<file path="config.mk">
export PLATFORM = sky130hd
export DESIGN_NAME = spx_port
export DESIGN_NICKNAME = d
export VERILOG_FILES = /design/src/rtl/spx_pkg.sv /design/src/rtl/spx_port.sv
export SDC_FILE = /design/constraint.sdc
export NUM_CORES = 1
export LEC_CHECK = 0
export ABC_AREA = 0
export BUFFER_PORTS_ARGS = -buffer_cell sky130_fd_sc_hd__buf_2
export CAP_MARGIN = 20
export CORE_ASPECT_RATIO = 0.8
export CORE_MARGIN = 3
export CORE_UTILIZATION = 40
export CTS_BUF_LIST = sky130_fd_sc_hd__clkbuf_8 sky130_fd_sc_hd__clkbuf_16
export CTS_CLUSTER_DIAMETER = 40
export DETAILED_ROUTE_END_ITERATION = 10
export PLACE_DENSITY = 0.64
export SYNTH_ARGS = -nofsm -noshare
export SYNTH_HDL_FRONTEND = slang
export SYNTH_SLANG_ARGS = --single-unit
</file>
<file path="constraint.sdc">
create_clock -name clk -period 5.4 [get_ports clk]
set_input_delay 0.54 -clock clk [delete_from_list [all_inputs] [get_ports clk]]
set_output_delay 0.54 -clock clk [all_outputs]
set_load 0.02 [all_outputs]
</file>
<file path="src/rtl/spx_pkg.sv">
// Constants and carrier types of the serial port block
package spx_pkg;

	// Register byte offsets
	localparam logic [7:0] SPX_CTRL_OFS = 8'h00;
	localparam logic [7:0] SPX_STATUS_OFS = 8'h04;
	localparam logic [7:0] SPX_MASK_OFS = 8'h08;
	localparam logic [7:0] SPX_DATA_OFS = 8'h0C;
	localparam logic [7:0] SPX_DIV_OFS = 8'h10;

	// Control field positions
	localparam int SPX_CTRL_PORT_EN_POS = 0;
	localparam int SPX_CTRL_MSEL_LO_POS = 2;
	localparam int SPX_CTRL_MSEL_HI_POS = 3;
	localparam int SPX_CTRL_MASTER_EN_POS = 6;

	// Status and mask bit positions
	localparam int SPX_ST_DONE_POS = 0;
	localparam int SPX_ST_WCOL_POS = 1;
	localparam int SPX_ST_MODE_FAULT_FLAG_POS = 2;
	localparam int SPX_ST_OVR_POS = 3;

	// Reset values and minimum divider
	localparam logic [1:0] SPX_SEL_MODE_RST = 2'h1;
	localparam logic [3:0] SPX_MASK_RST = 4'h0;
	localparam logic [7:0] SPX_DIV_RST = 8'h01;
	localparam logic [7:0] SPX_DIV_MIN = 8'h01;

	// Select mode encodings
	localparam logic [1:0] SPX_SEL_3WIRE = 2'h0;
	localparam logic [1:0] SPX_SEL_4WIRE_IN = 2'h1;

	// Index of the last bit of a byte
	localparam logic [2:0] SPX_LAST_BIT = 3'h7;

	typedef struct packed {
		logic master_en;
		logic [1:0] sel_mode;
		logic port_en;
	} spx_ctrl_t;

	typedef struct packed {
		logic ovr;
		logic mode_fault_flag;
		logic wcol;
		logic done;
	} spx_status_t;

	typedef struct packed {
		logic mosi_o;
		logic mosi_oe;
		logic miso_o;
		logic miso_oe;
		logic sck_o;
		logic sck_oe;
		logic ss_o;
		logic ss_oe;
		logic ss_routed;
	} spx_pins_t;

	typedef enum logic {
		SPX_IDLE,
		SPX_XFER
	} spx_mstate_t;

endpackage

</file>
<file path="src/rtl/spx_port.sv">
// Serial port with master and slave modes and an APB register slave
//
// Implementation choices: the APB register port and the register addresses.
`timescale 1ns/10ps

// Notes on behaviour
// - Master drives data-out line, slave reads it
// - Bytes travel most significant bit first
// - Master data-out shows shift register MSB
// - Return line input as master, output slave
// - Return line floats when disabled or deselected
// - Enabled three-line slave always drives return line
// - Master makes serial clock, slave receives it
// - Deselected four-line slave ignores serial clock
// - Mode 00: three-line, slave always selected
// - Mode 01: select input, low selects slave
// - Mode 01 master: select low disables master
// - Mode 1x: select output equals low bit
// - Select pin routed except in mode 00
// - Data write loads buffer, empty shifter starts
// - Mode fault clears enables, sets fault flag
// - Select falling edge resets slave bit counter
// - Master samples return line before falling edge
module spx_port (
	input wire logic clk,
	input wire logic arst_n,
	input wire logic psel,
	input wire logic penable,
	input wire logic pwrite,
	input wire logic [7:0] paddr,
	input wire logic [31:0] pwdata,
	output logic [31:0] prdata,
	output logic pready,
	output logic pslverr,
	input wire logic mosi_i,
	output logic mosi_o,
	output logic mosi_oe,
	input wire logic miso_i,
	output logic miso_o,
	output logic miso_oe,
	input wire logic sck_i,
	output logic sck_o,
	output logic sck_oe,
	input wire logic ss_i,
	output logic ss_o,
	output logic ss_oe,
	output logic ss_routed,
	output logic irq
);

	// Synchroniser lanes: 0 sck, 1 mosi, 2 miso, 3 select
	logic [3:0] sync1_ff, sync2_ff, prev_ff;

	spx_pkg::spx_ctrl_t ctrl_ff, nxt_ctrl;
	spx_pkg::spx_status_t status_ff, nxt_status;
	logic [3:0] mask_ff, nxt_mask;
	logic [7:0] div_ff, nxt_div;
	logic [7:0] tx_buf_ff, nxt_tx_buf;
	logic tx_full_ff, nxt_tx_full;
	logic [7:0] rx_buf_ff, nxt_rx_buf;
	logic rx_full_ff, nxt_rx_full;
	logic [7:0] shift_ff, nxt_shift;
	logic shift_full_ff, nxt_shift_full;
	logic [2:0] bits_ff, nxt_bits;
	logic rx_bit_ff, nxt_rx_bit;
	logic [7:0] cnt_ff, nxt_cnt;
	logic sck_ff, nxt_sck;
	spx_pkg::spx_mstate_t mstate_ff, nxt_mstate;
	spx_pkg::spx_pins_t pins_ff, nxt_pins;
	logic [31:0] prdata_ff, nxt_prdata;
	logic pready_ff, nxt_pready;
	logic pslverr_ff, nxt_pslverr;
	logic irq_ff, nxt_irq;

	logic sck_s, mosi_s, miso_s, ss_s;
	logic sck_rise, sck_fall, ss_fall;
	logic acc_done, wr, rd, mapped;
	logic is_master, selected, byte_done;
	logic [3:0] st_set, st_clr;
	logic [31:0] rdata;

	assign sck_s = sync2_ff[0];
	assign mosi_s = sync2_ff[1];
	assign miso_s = sync2_ff[2];
	assign ss_s = sync2_ff[3];
	assign sck_rise = sync2_ff[0] & ~prev_ff[0];
	assign sck_fall = ~sync2_ff[0] & prev_ff[0];
	assign ss_fall = ~sync2_ff[3] & prev_ff[3];

	assign acc_done = psel & penable & pready_ff;
	assign wr = acc_done & pwrite;
	assign rd = acc_done & ~pwrite;
	assign is_master = ctrl_ff.master_en;

	always_comb begin
		mapped = 1'b1;
		rdata = 32'h0000_0000;
		case (paddr)
			spx_pkg::SPX_CTRL_OFS: begin
				rdata[spx_pkg::SPX_CTRL_PORT_EN_POS] = ctrl_ff.port_en;
				rdata[spx_pkg::SPX_CTRL_MSEL_LO_POS] = ctrl_ff.sel_mode[0];
				rdata[spx_pkg::SPX_CTRL_MSEL_HI_POS] = ctrl_ff.sel_mode[1];
				rdata[spx_pkg::SPX_CTRL_MASTER_EN_POS] = ctrl_ff.master_en;
			end
			spx_pkg::SPX_STATUS_OFS: begin
				rdata[3:0] = status_ff;
			end
			spx_pkg::SPX_MASK_OFS: begin
				rdata[3:0] = mask_ff;
			end
			spx_pkg::SPX_DATA_OFS: begin
				rdata[7:0] = rx_buf_ff;
			end
			spx_pkg::SPX_DIV_OFS: begin
				rdata[7:0] = div_ff;
			end
			default: begin
				mapped = 1'b0;
			end
		endcase
	end

	// Slave selection per select mode
	always_comb begin
		case (ctrl_ff.sel_mode)
			spx_pkg::SPX_SEL_3WIRE: selected = 1'b1;
			spx_pkg::SPX_SEL_4WIRE_IN: selected = ~ss_s;
			default: selected = 1'b1;
		endcase
	end

	always_comb begin
		nxt_ctrl = ctrl_ff;
		nxt_mask = mask_ff;
		nxt_div = div_ff;
		nxt_tx_buf = tx_buf_ff;
		nxt_tx_full = tx_full_ff;
		nxt_rx_buf = rx_buf_ff;
		nxt_rx_full = rx_full_ff;
		nxt_shift = shift_ff;
		nxt_shift_full = shift_full_ff;
		nxt_bits = bits_ff;
		nxt_rx_bit = rx_bit_ff;
		nxt_cnt = cnt_ff;
		nxt_sck = sck_ff;
		nxt_mstate = mstate_ff;
		byte_done = 1'b0;
		st_set = 4'h0;
		st_clr = 4'h0;

		nxt_pready = psel & penable & ~pready_ff;
		nxt_prdata = prdata_ff;
		nxt_pslverr = 1'b0;
		if (psel & penable & ~pready_ff) begin
			nxt_prdata = pwrite ? 32'h0000_0000 : rdata;
			nxt_pslverr = ~mapped;
		end

		if (wr) begin
			case (paddr)
				spx_pkg::SPX_CTRL_OFS: begin
					nxt_ctrl.port_en = pwdata[spx_pkg::SPX_CTRL_PORT_EN_POS];
					nxt_ctrl.sel_mode = {pwdata[spx_pkg::SPX_CTRL_MSEL_HI_POS],
						pwdata[spx_pkg::SPX_CTRL_MSEL_LO_POS]};
					nxt_ctrl.master_en = pwdata[spx_pkg::SPX_CTRL_MASTER_EN_POS];
				end
				spx_pkg::SPX_STATUS_OFS: st_clr = pwdata[3:0];
				spx_pkg::SPX_MASK_OFS: nxt_mask = pwdata[3:0];
				spx_pkg::SPX_DIV_OFS: begin
					nxt_div = (pwdata[7:0] < spx_pkg::SPX_DIV_MIN) ?
						spx_pkg::SPX_DIV_MIN : pwdata[7:0];
				end
				spx_pkg::SPX_DATA_OFS: begin
					if (tx_full_ff) begin
						st_set[spx_pkg::SPX_ST_WCOL_POS] = 1'b1;
					end else begin
						nxt_tx_buf = pwdata[7:0];
						nxt_tx_full = 1'b1;
					end
				end
				default: begin
				end
			endcase
		end
		if (rd && paddr == spx_pkg::SPX_DATA_OFS) begin
			nxt_rx_full = 1'b0;
		end

		if (!ctrl_ff.port_en) begin
			nxt_shift_full = 1'b0;
			nxt_bits = 3'h0;
			nxt_cnt = 8'h00;
			nxt_sck = 1'b0;
			nxt_mstate = spx_pkg::SPX_IDLE;
		end else if (is_master) begin
			// Another master pulled the select line down
			if (ctrl_ff.sel_mode == spx_pkg::SPX_SEL_4WIRE_IN && !ss_s) begin
				nxt_ctrl.master_en = 1'b0;
				nxt_ctrl.port_en = 1'b0;
				st_set[spx_pkg::SPX_ST_MODE_FAULT_FLAG_POS] = 1'b1;
				nxt_shift_full = 1'b0;
				nxt_bits = 3'h0;
				nxt_cnt = 8'h00;
				nxt_sck = 1'b0;
				nxt_mstate = spx_pkg::SPX_IDLE;
			end else begin
				case (mstate_ff)
					spx_pkg::SPX_IDLE: begin
						if (tx_full_ff && !shift_full_ff) begin
							nxt_shift = tx_buf_ff;
							nxt_tx_full = 1'b0;
							nxt_shift_full = 1'b1;
							nxt_bits = 3'h0;
							nxt_cnt = 8'h00;
							nxt_mstate = spx_pkg::SPX_XFER;
						end
					end
					spx_pkg::SPX_XFER: begin
						if (cnt_ff == div_ff - 8'h01 && sck_ff) begin
							nxt_rx_bit = miso_s;
						end
						if (cnt_ff == div_ff) begin
							nxt_cnt = 8'h00;
							nxt_sck = ~sck_ff;
							if (sck_ff) begin
								nxt_shift = {shift_ff[6:0], rx_bit_ff};
								nxt_bits = bits_ff + 3'h1;
								if (bits_ff == spx_pkg::SPX_LAST_BIT) begin
									byte_done = 1'b1;
									nxt_mstate = spx_pkg::SPX_IDLE;
								end
							end
						end else begin
							nxt_cnt = cnt_ff + 8'h01;
						end
					end
					default: nxt_mstate = spx_pkg::SPX_IDLE;
				endcase
			end
		end else begin
			nxt_mstate = spx_pkg::SPX_IDLE;
			nxt_sck = 1'b0;
			if (tx_full_ff && !shift_full_ff) begin
				nxt_shift = tx_buf_ff;
				nxt_tx_full = 1'b0;
				nxt_shift_full = 1'b1;
			end
			if (ctrl_ff.sel_mode == spx_pkg::SPX_SEL_4WIRE_IN && ss_fall) begin
				nxt_bits = 3'h0;
			end else if (selected) begin
				if (sck_rise) begin
					nxt_rx_bit = mosi_s;
				end
				if (sck_fall) begin
					nxt_shift = {shift_ff[6:0], rx_bit_ff};
					nxt_bits = bits_ff + 3'h1;
					if (bits_ff == spx_pkg::SPX_LAST_BIT) begin
						byte_done = 1'b1;
					end
				end
			end
		end

		if (byte_done) begin
			nxt_shift_full = 1'b0;
			st_set[spx_pkg::SPX_ST_DONE_POS] = 1'b1;
			if (rx_full_ff && !is_master && !nxt_rx_full) begin
				nxt_rx_buf = nxt_shift;
				nxt_rx_full = 1'b1;
			end else if (rx_full_ff && !is_master) begin
				st_set[spx_pkg::SPX_ST_OVR_POS] = 1'b1;
			end else begin
				nxt_rx_buf = nxt_shift;
				nxt_rx_full = 1'b1;
			end
		end

		// Hardware set wins over a same-cycle software clear
		nxt_status = (status_ff & ~st_clr) | st_set;
		nxt_irq = |(nxt_status & nxt_mask);

		// Pin drive, registered so every pin comes from a flop
		nxt_pins.mosi_o = nxt_shift[7];
		nxt_pins.mosi_oe = nxt_ctrl.port_en & nxt_ctrl.master_en;
		nxt_pins.miso_o = nxt_shift[7];
		nxt_pins.miso_oe = nxt_ctrl.port_en & ~nxt_ctrl.master_en &
			selected;
		nxt_pins.sck_o = nxt_sck;
		nxt_pins.sck_oe = nxt_ctrl.port_en & nxt_ctrl.master_en;
		nxt_pins.ss_o = nxt_ctrl.sel_mode[0];
		nxt_pins.ss_oe = nxt_ctrl.sel_mode[1];
		nxt_pins.ss_routed = (nxt_ctrl.sel_mode != spx_pkg::SPX_SEL_3WIRE);
	end

	always_ff @(posedge clk or negedge arst_n) begin
		if (!arst_n) begin
			sync1_ff <= 4'h8;
			sync2_ff <= 4'h8;
			prev_ff <= 4'h8;
		end else begin
			sync1_ff <= {ss_i, miso_i, mosi_i, sck_i};
			sync2_ff <= sync1_ff;
			prev_ff <= sync2_ff;
		end
	end

	always_ff @(posedge clk or negedge arst_n) begin
		if (!arst_n) begin
			ctrl_ff <= '{master_en: 1'b0, sel_mode: spx_pkg::SPX_SEL_MODE_RST,
				port_en: 1'b0};
			status_ff <= 4'h0;
			mask_ff <= spx_pkg::SPX_MASK_RST;
			div_ff <= spx_pkg::SPX_DIV_RST;
			tx_buf_ff <= 8'h00;
			tx_full_ff <= 1'b0;
			rx_buf_ff <= 8'h00;
			rx_full_ff <= 1'b0;
			shift_ff <= 8'h00;
			shift_full_ff <= 1'b0;
			bits_ff <= 3'h0;
			rx_bit_ff <= 1'b0;
			cnt_ff <= 8'h00;
			sck_ff <= 1'b0;
			mstate_ff <= spx_pkg::SPX_IDLE;
			pins_ff <= '{ss_o: 1'b1, ss_routed: 1'b1, default: 1'b0};
			prdata_ff <= 32'h0000_0000;
			pready_ff <= 1'b0;
			pslverr_ff <= 1'b0;
			irq_ff <= 1'b0;
		end else begin
			ctrl_ff <= nxt_ctrl;
			status_ff <= nxt_status;
			mask_ff <= nxt_mask;
			div_ff <= nxt_div;
			tx_buf_ff <= nxt_tx_buf;
			tx_full_ff <= nxt_tx_full;
			rx_buf_ff <= nxt_rx_buf;
			rx_full_ff <= nxt_rx_full;
			shift_ff <= nxt_shift;
			shift_full_ff <= nxt_shift_full;
			bits_ff <= nxt_bits;
			rx_bit_ff <= nxt_rx_bit;
			cnt_ff <= nxt_cnt;
			sck_ff <= nxt_sck;
			mstate_ff <= nxt_mstate;
			pins_ff <= nxt_pins;
			prdata_ff <= nxt_prdata;
			pready_ff <= nxt_pready;
			pslverr_ff <= nxt_pslverr;
			irq_ff <= nxt_irq;
		end
	end

	assign prdata = prdata_ff;
	assign pready = pready_ff;
	assign pslverr = pslverr_ff;
	assign mosi_o = pins_ff.mosi_o;
	assign mosi_oe = pins_ff.mosi_oe;
	assign miso_o = pins_ff.miso_o;
	assign miso_oe = pins_ff.miso_oe;
	assign sck_o = pins_ff.sck_o;
	assign sck_oe = pins_ff.sck_oe;
	assign ss_o = pins_ff.ss_o;
	assign ss_oe = pins_ff.ss_oe;
	assign ss_routed = pins_ff.ss_routed;
	assign irq = irq_ff;

endmodule

</file>
==> results of run 1 <==
metrics by stage:
stage          instances  worst slack (ns)  area (um2)
3_5_place_dp         657              2.36        5070
4_1_cts              673              2.33        5400
3_3_place_gp         657              2.40        5070
2_1_floorplan        515              3.10        4960
6_report             675              2.31        5450
5_1_grt              675              2.15        5450
final cells by class:
cell class / count / area, um2 / share of cell area, %
Clock buffer: 10 / 239 / 4.38
Clock inverter: 6 / 85.1 / 1.56
Inverter: 9 / 33.8 / 0.619
Multi-Input combinational cell: 370 / 2490 / 45.7
Sequential cell: 85 / 2130 / 39.1
Tap cell: 148 / 185 / 3.40
Timing Repair Buffer: 47 / 285 / 5.23
cells by family (layout without fill, tap and decap cells):
family                   Yosys count  in the layout  synth area share, %
AO/OA/AOI/OAI                    103            103                 14.7
XOR/XNOR                          14             14                 2.52
adder cells (fa/ha/maj)            4              4                 1.03
buffers and inverters             60             72                 6.85
flip-flops                        85             85                 43.8
multiplexers                      54             54                 12.1
other                              1             24               0.0769
AND/OR/NAND/NOR                  171            171                 18.9
worst max-delay path, delay by kind of cell, from the launching register on:
family / cells / cell delay (ns)
AND/OR/NAND/NOR: 3 / 1.42
flip-flops: 1 / 0.51
AO/OA/AOI/OAI: 1 / 0.38
multiplexers: 1 / 0.38
XOR/XNOR: 1 / 0.27
power groups by stage:
stage                     Clock [W]  Sequential, W  Combinational [W]
after CTS                  0.000688       0.000659          0.0000860
final                      0.000674       0.000659          0.0000883
after global routing       0.000714       0.000661          0.0000975
after detailed placement          0       0.000671          0.0000857
after floorplan                   0       0.000670          0.0000614
after global placement            0       0.000670          0.0000844
cell usage after synthesis, types with 2 or more instances:
cell	count
a221oi_1	4
nor3_1	7
o41ai_1	2
o221ai_1	3
buf_2	6
nand3_1	19
dfrtp_1	79
clkbuf_1	17
o21ai_0	33
a2111oi_0	2
nor4_1	4
o311a_1	7
nor2_1	32
nand2b_1	15
a21oi_1	11
nand3b_1	3
and3_1	7
and4_1	2
o31ai_1	6
and4b_1	5
dfstp_2	6
inv_1	9
or2_2	4
mux2i_1	15
a21o_1	3
ha_1	4
a211oi_1	5
nor3b_2	2
buf_4	27
mux2_2	39
xor2_1	8
nand2_1	49
nor2b_1	7
and2_1	6
a22oi_1	3
o22ai_1	2
xnor2_1	6
o21a_1	8
flip-flops by register name (all words and copies together), names as in the netlist, 2 cells and up:
name / flops
shift_ff: 7
ctrl_ff: 3
status_ff: 4
sync2_ff: 4
prev_ff: 2
tx_buf_ff: 8
rx_buf_ff: 8
bits_ff: 3
mask_ff: 4
div_ff: 8
prdata: 8
sync1_ff: 4
cnt_ff: 8
worst paths after layout:
kind                              from      endpoint  slack [ns]  cells past startpoint
max                          div_ff[2]  rx_buf_ff[7]        2.31                      6
min                             arst_n     prdata[3]        0.04                      1
max reg2reg                  div_ff[2]  rx_buf_ff[7]        2.31                      6
min reg2reg                sync1_ff[0]   sync2_ff[0]        0.35                      0
max in group asynchronous       arst_n    prev_ff[3]        4.71                      2
min in group clk                  ss_i   sync1_ff[3]        0.29                      1
placed cells by master (no fill, tap or decap), types with 4 or more instances in the layout:
cell type and n:
dfrtp_1 79, nand2_1 49, buf_2 43, mux2_2 39, o21ai_0 33, nor2_1 32
conb_1 24, nand3_1 19, mux2i_1 15, nand2b_1 15, a21oi_1 11, inv_1 10
clkbuf_16 9, xor2_1 8, o21a_1 8, nor2b_1 7, o311a_1 7, and3_1 7
nor3_1 7, xnor2_1 6, o31ai_1 6, and2_1 6, dfstp_2 6, and4b_1 5
a211oi_1 5, nor4_1 4, or2_2 4, a221oi_1 4, ha_1 4
metal layers:
metal / vias up / GRT usage, % / share of wire, %
li1: 1780 / - / -
met1: 1846 / 26.9 / 48
met2: 136 / 25.5 / 44
met3: 11 / 4.45 / 7.1
met4: 0 / 4.05 / 0.97
met5: - / 0 / 0
==> results.sh, run 1 <==
export IMPL_port_buffers=44
export IMPL_slew_violations=0
export IMPL_grt_util_all_layers_pct=17.8
export IMPL_syn_area_um2=4870
export IMPL_cts_htree_levels=3
export IMPL_first_pass_iters=5
export IMPL_powerDensity_nw_per_um2=261
export IMPL_grt_overflow=0
export IMPL_ctsRootBufferMaster="clkbuf_16"
export IMPL_drc_errors=0
export IMPL_timing_hold_ws_ns=0.0416
export IMPL_die_area_um2=13600
export IMPL_syn_inst=492
export IMPL_clock_power_share_pct=47.4
export IMPL_finalCriticalPeriod_ns=3.09
export IMPL_max_stage_delay_ns=0.75
export IMPL_seqPwrFrac_pct=46.4
export IMPL_cts_tree="built"
export IMPL_synthFlopType="dfrtp_1"
export IMPL_wl_um=11800
export IMPL_synth_top_area_cell="dfrtp_1"
export IMPL_ir_drop_mv=0.191
export IMPL_path_max_fanout=11
export IMPL_row_count=35
export IMPL_fin_crit_sh_pct=57.3
export IMPL_ys_types=63
export IMPL_tightest_slew_ns=0.989
export IMPL_critPathArrivalTime_ns=3.32
export IMPL_numCtsBuffers=9
export IMPL_antenna_left=0
export IMPL_cp_cell_sequence="xor2_1 > nor3b_4 > nor3b_2 > nand4_2 > a21oi_4 > mux2_2"
export IMPL_worstSetupPathType="reg2reg"
export IMPL_p_leak_nw=2.52
export IMPL_cp_end_kind="flip-flop"
export IMPL_start_util_pct=41.7
export IMPL_fmax_mhz=323
export IMPL_postCtsHoldBufs=0
export IMPL_grt_pass1_wl_um=18900
export IMPL_cts_sinks=85
export IMPL_hold_viol=0
export IMPL_n_fill_cell=1078
export IMPL_wl_per_cell_um=17.5
export IMPL_switchingPower_w=0.000327
export IMPL_nets=575
export IMPL_swShare_pct=23.0
export IMPL_vias=3773
export IMPL_synth_area_leaders="dfrtp_1, mux2_2, buf_4"
export IMPL_crit_slowest_cell="nor3b_2"
export IMPL_synth_seq_area_share_pct=43.8
export IMPL_n_antenna_cell=0
export IMPL_place_congestion=0.917
export IMPL_postCtsSetupBuffers=0
export IMPL_pin_count=93
export IMPL_hp_class="in2async"
export IMPL_cts_path_max_buffers=2
export IMPL_setup_violations=0
export IMPL_clock_latency_ns=0.34
export IMPL_skew_ns=0.00671
export IMPL_core_area_um2=11700
export IMPL_synthArstFlopShare_pct=100
export IMPL_syn_avg_cell_area_um2=9.91
export IMPL_die_w_um=129
export IMPL_ys_warnings_count=0
export IMPL_path_clk_slew_ns=0.06
export IMPL_synth_edf_count=0
export IMPL_drive_above_1_share_pct=23.0
export IMPL_p_comb_share_pct=6.2
export IMPL_power_w=0.00142
export IMPL_syn_to_final_growth_pct=11.9
export IMPL_final_core_util_pct=46.6
export IMPL_synth_top_area_share_pct=40.6
export IMPL_maxCapViolCount=0
export IMPL_grt_max_degree=86
export IMPL_status="completed"
export IMPL_grt_pass1_vias=3433
export IMPL_die_h_um=105
export IMPL_maxSlewHeadroom_pct=34.1
export IMPL_ys_ff_latch=85
export IMPL_tns_ns=0
export IMPL_rsz0062_at_grt="false"
export IMPL_startpoint_type="flip-flop"
export IMPL_hpwlAfterDp_um=8380
export IMPL_cts_resized=0
export IMPL_via_per_inst=5.59
export IMPL_intPower_w=0.00109
export IMPL_antenna_found_initial=0
export IMPL_worst_ep_required_time_ns=5.63
export IMPL_drt_initial_drc_count=280
(Power assumes the default switching activity.)
==> inputs of run 2 (changes only) <==
- ABC_AREA: 0 -> 1
- PLACE_DENSITY: 0.64 -> 0.66
- clock period: 5.4 -> 2.5 ns (I/O delays scaled with it)
==> results.sh, run 2 <==
export IMPL_critPathArrivalTime_ns=2.51
export IMPL_synthMuxAreaShare_pct=0.234
export IMPL_cts_path_max_buffers=2
export IMPL_tightest_slew_ns=0.618
export IMPL_cts_sinks=85
export IMPL_syn_avg_cell_area_um2=7.47
export IMPL_maxCapViolCount=0
export IMPL_port_buffers=44
export IMPL_hp_class="in2reg"
export IMPL_cts_tree="built"
export IMPL_ff2ff_path_depth=10
export IMPL_hold_viol=0
export IMPL_die_h_um=104
export IMPL_fmax_mhz=446
export IMPL_reg2reg_to="bits_ff[0]"
export IMPL_synthArstFlopShare_pct=100
export IMPL_die_area_um2=13400
export IMPL_power_w=0.00318
export IMPL_synth_seq_area_share_pct=44.5
export IMPL_synth_area_leaders="dfrtp_1, nand2_1, inv_1"
export IMPL_hpwlAfterDp_um=9380
export IMPL_worstSetupPathType="reg2reg"
export IMPL_via_per_inst=5.15
export IMPL_status="completed"
export IMPL_min_path_cells=3
export IMPL_design_area_um2=5460
export IMPL_maxSlewHeadroom_pct=58.8
export IMPL_n_fill_cell=1150
export IMPL_core_area_um2=11600
export IMPL_startpoint_type="flip-flop"
export IMPL_die_w_um=129
export IMPL_grt_overflow=0
export IMPL_fin_crit_sh_pct=89.7
export IMPL_grt_pass1_wl_um=20600
export IMPL_wl_per_cell_um=14.8
export IMPL_drive_above_1_share_pct=14.6
export IMPL_synth_adder_area_share_pct=1.04
export IMPL_skew_ns=0.00992
export IMPL_syn_inst=643
export IMPL_drt_initial_drc_count=356
export IMPL_worst_ep_required_time_ns=2.77
export IMPL_mostFrequentLayoutCells="nand2_1, inv_1, dfrtp_1"
export IMPL_final_common_cell="nand2_1"
export IMPL_row_count=35
export IMPL_wl_um=12600
export IMPL_ctsRootBufferMaster="clkbuf_16"
export IMPL_rsz0062_at_grt="false"
export IMPL_grt_util_all_layers_pct=19.4
export IMPL_cts_htree_levels=3
export IMPL_synth_top_cells_by_count="nand2_1, inv_1, dfrtp_1"
export IMPL_pin_count=93
export IMPL_nets=748
export IMPL_synth_top_family_by_area="simple AND/OR/NAND/NOR gates"
export IMPL_worstHoldStart="pwdata[5]"
export IMPL_finalCriticalPeriod_ns=2.24
export IMPL_synth_xor_area_share_pct=0.547
export IMPL_first_pass_iters=6
export IMPL_syn_to_final_growth_pct=13.7
export IMPL_cp_end_kind="flip-flop"
export IMPL_drc_errors=0
export IMPL_p_leak_nw=2.75
export IMPL_start_util_pct=41.4
export IMPL_synth_compound_area_share_pct=13.3
export IMPL_path_max_fanout=11
export IMPL_yosys_area_share_simple_pct=26.9
export IMPL_synth_top_area_share_pct=41.2
export IMPL_startpoint="div_ff[0]"
export IMPL_grt_pass1_vias=4133
export IMPL_place_congestion=0.908
export IMPL_n_antenna_cell=0
export IMPL_ys_warnings_count=0
export IMPL_numCtsBuffers=9
export IMPL_setup_violations=0
export IMPL_ys_ff_latch=85
export IMPL_seq_area_um2=2130
export IMPL_antenna_found_initial=0
export IMPL_timing_rr_start="div_ff[0]"
export IMPL_path_clk_slew_ns=0.07
export IMPL_antenna_left=0
export IMPL_placed_cell_area_um2=5090
export IMPL_syn_area_um2=4800
export IMPL_ff2ff_setup_slack_ns=0.26
export IMPL_cts_resized=0
export IMPL_synth_edf_count=0
export IMPL_multi_input_area_um2=2110
export IMPL_grt_max_degree=48
export IMPL_postCtsSetupBuffers=0
export IMPL_synth_top_area_cell="dfrtp_1"
export IMPL_powerDensity_nw_per_um2=583
export IMPL_synthFlopType="dfrtp_1"
export IMPL_ys_types=42
export IMPL_ir_drop_mv=0.403
export IMPL_slew_violations=0
export IMPL_clock_latency_ns=0.35
export IMPL_tns_ns=0
export IMPL_hold_end="div_ff[5]"
export IMPL_vias=4367
export IMPL_yosysMostFrequentCell="nand2_1"
-- run 2: changes by cell type after synthesis, moves of 8 or more --
cell | before | now
inv_1 | 9 | 85
mux2_2 | 39 | 1
o21a_1 | 8 | 0
clkbuf_1 | 17 | 5
inv_2 | 0 | 9
nand3_1 | 19 | 42
nand2_1 | 49 | 188
nand4_1 | 0 | 8
nand2b_1 | 15 | 0
mux2i_1 | 15 | 0
o21ai_0 | 33 | 62
-- run 2: stage by stage --
stage	cells	setup slack, ns	util, %	hold slack (ns)
floorplan	666	0.708	-	-0.0456
global placement	827	0.408	43.9	0.296
detailed placement	827	0.324	43.9	0.313
CTS	848	0.296	47.0	0.112
global route	848	0.0907	47.0	0.126
finish	848	0.258	47.0	0.129
-- run 2: routing by layer --
| layer | share of wire [%] | vias up | global-route usage (%) |
|---|---|---|---|
| li1 | - | 2118 | - |
| met1 | 47 | 2030 | 28.2 |
| met2 | 43 | 194 | 28.5 |
| met3 | 7.6 | 25 | 4.21 |
| met4 | 2.3 | 0 | 6.82 |
| met5 | 0 | - | 0 |
-- run 2: report_power, final --
part | switching, W | internal, W | leakage, nW
logic | 0.000222 | 0.0000915 | 1.53
clock network | 0.000619 | 0.000803 | 0.156
registers | 0.0000348 | 0.00141 | 1.06
total | 0.000876 | 0.00231 | 2.75
-- run 2: critical path: stages (launching register included) --
cell and delay [ns]:
dfstp_2 0.60, inv_2 0.08, nand2_1 0.06, nand2_1 0.06, nor2_1 0.10, nand2_1 0.07
nor2_2 0.17, nand2_1 0.33, a211oi_2 0.48, nor2_1 0.09, a21oi_1 0.14
-- run 2: worst max path at each step --
stage | slack (ns) | end | cells past startpoint
global route | 0.09 | bits_ff[2] | 10
global placement | 0.41 | bits_ff[1] | 10
floorplan | 0.71 | rx_buf_ff[6] | 12
finish | 0.26 | bits_ff[0] | 10
detailed placement | 0.32 | bits_ff[0] | 10
CTS | 0.30 | bits_ff[0] | 10
-- run 2: cell families (layout without fill, tap and decap cells) --
| family | after synthesis | in the layout |
|---|---|---|
| compound gates | 113 | 113 |
| xor+xnor | 3 | 3 |
| fa+ha+maj | 4 | 4 |
| buf+inv | 138 | 172 |
| flops | 85 | 85 |
| mux | 1 | 1 |
| other cells | 1 | 24 |
| simple gates | 298 | 298 |
-- run 2: area by class of cell --
cell class | instances | area share (%)
flip-flops and latches | 85 | 39.1
multi-input cells | 443 | 38.6
inverters | 97 | 6.67
repair buffers | 59 | 6.37
clock buffers | 9 | 4.13
well taps | 148 | 3.39
clock inverters | 7 | 1.70
-- run 2: repair_timing --
| action | 4_1_cts | 5_1_grt |
|---|---|---|
| endpoints found under the setup margin | 0 | 0 |
| hold buffers | 5 | 0 |
| endpoints found under the hold margin | 47 | 0 |
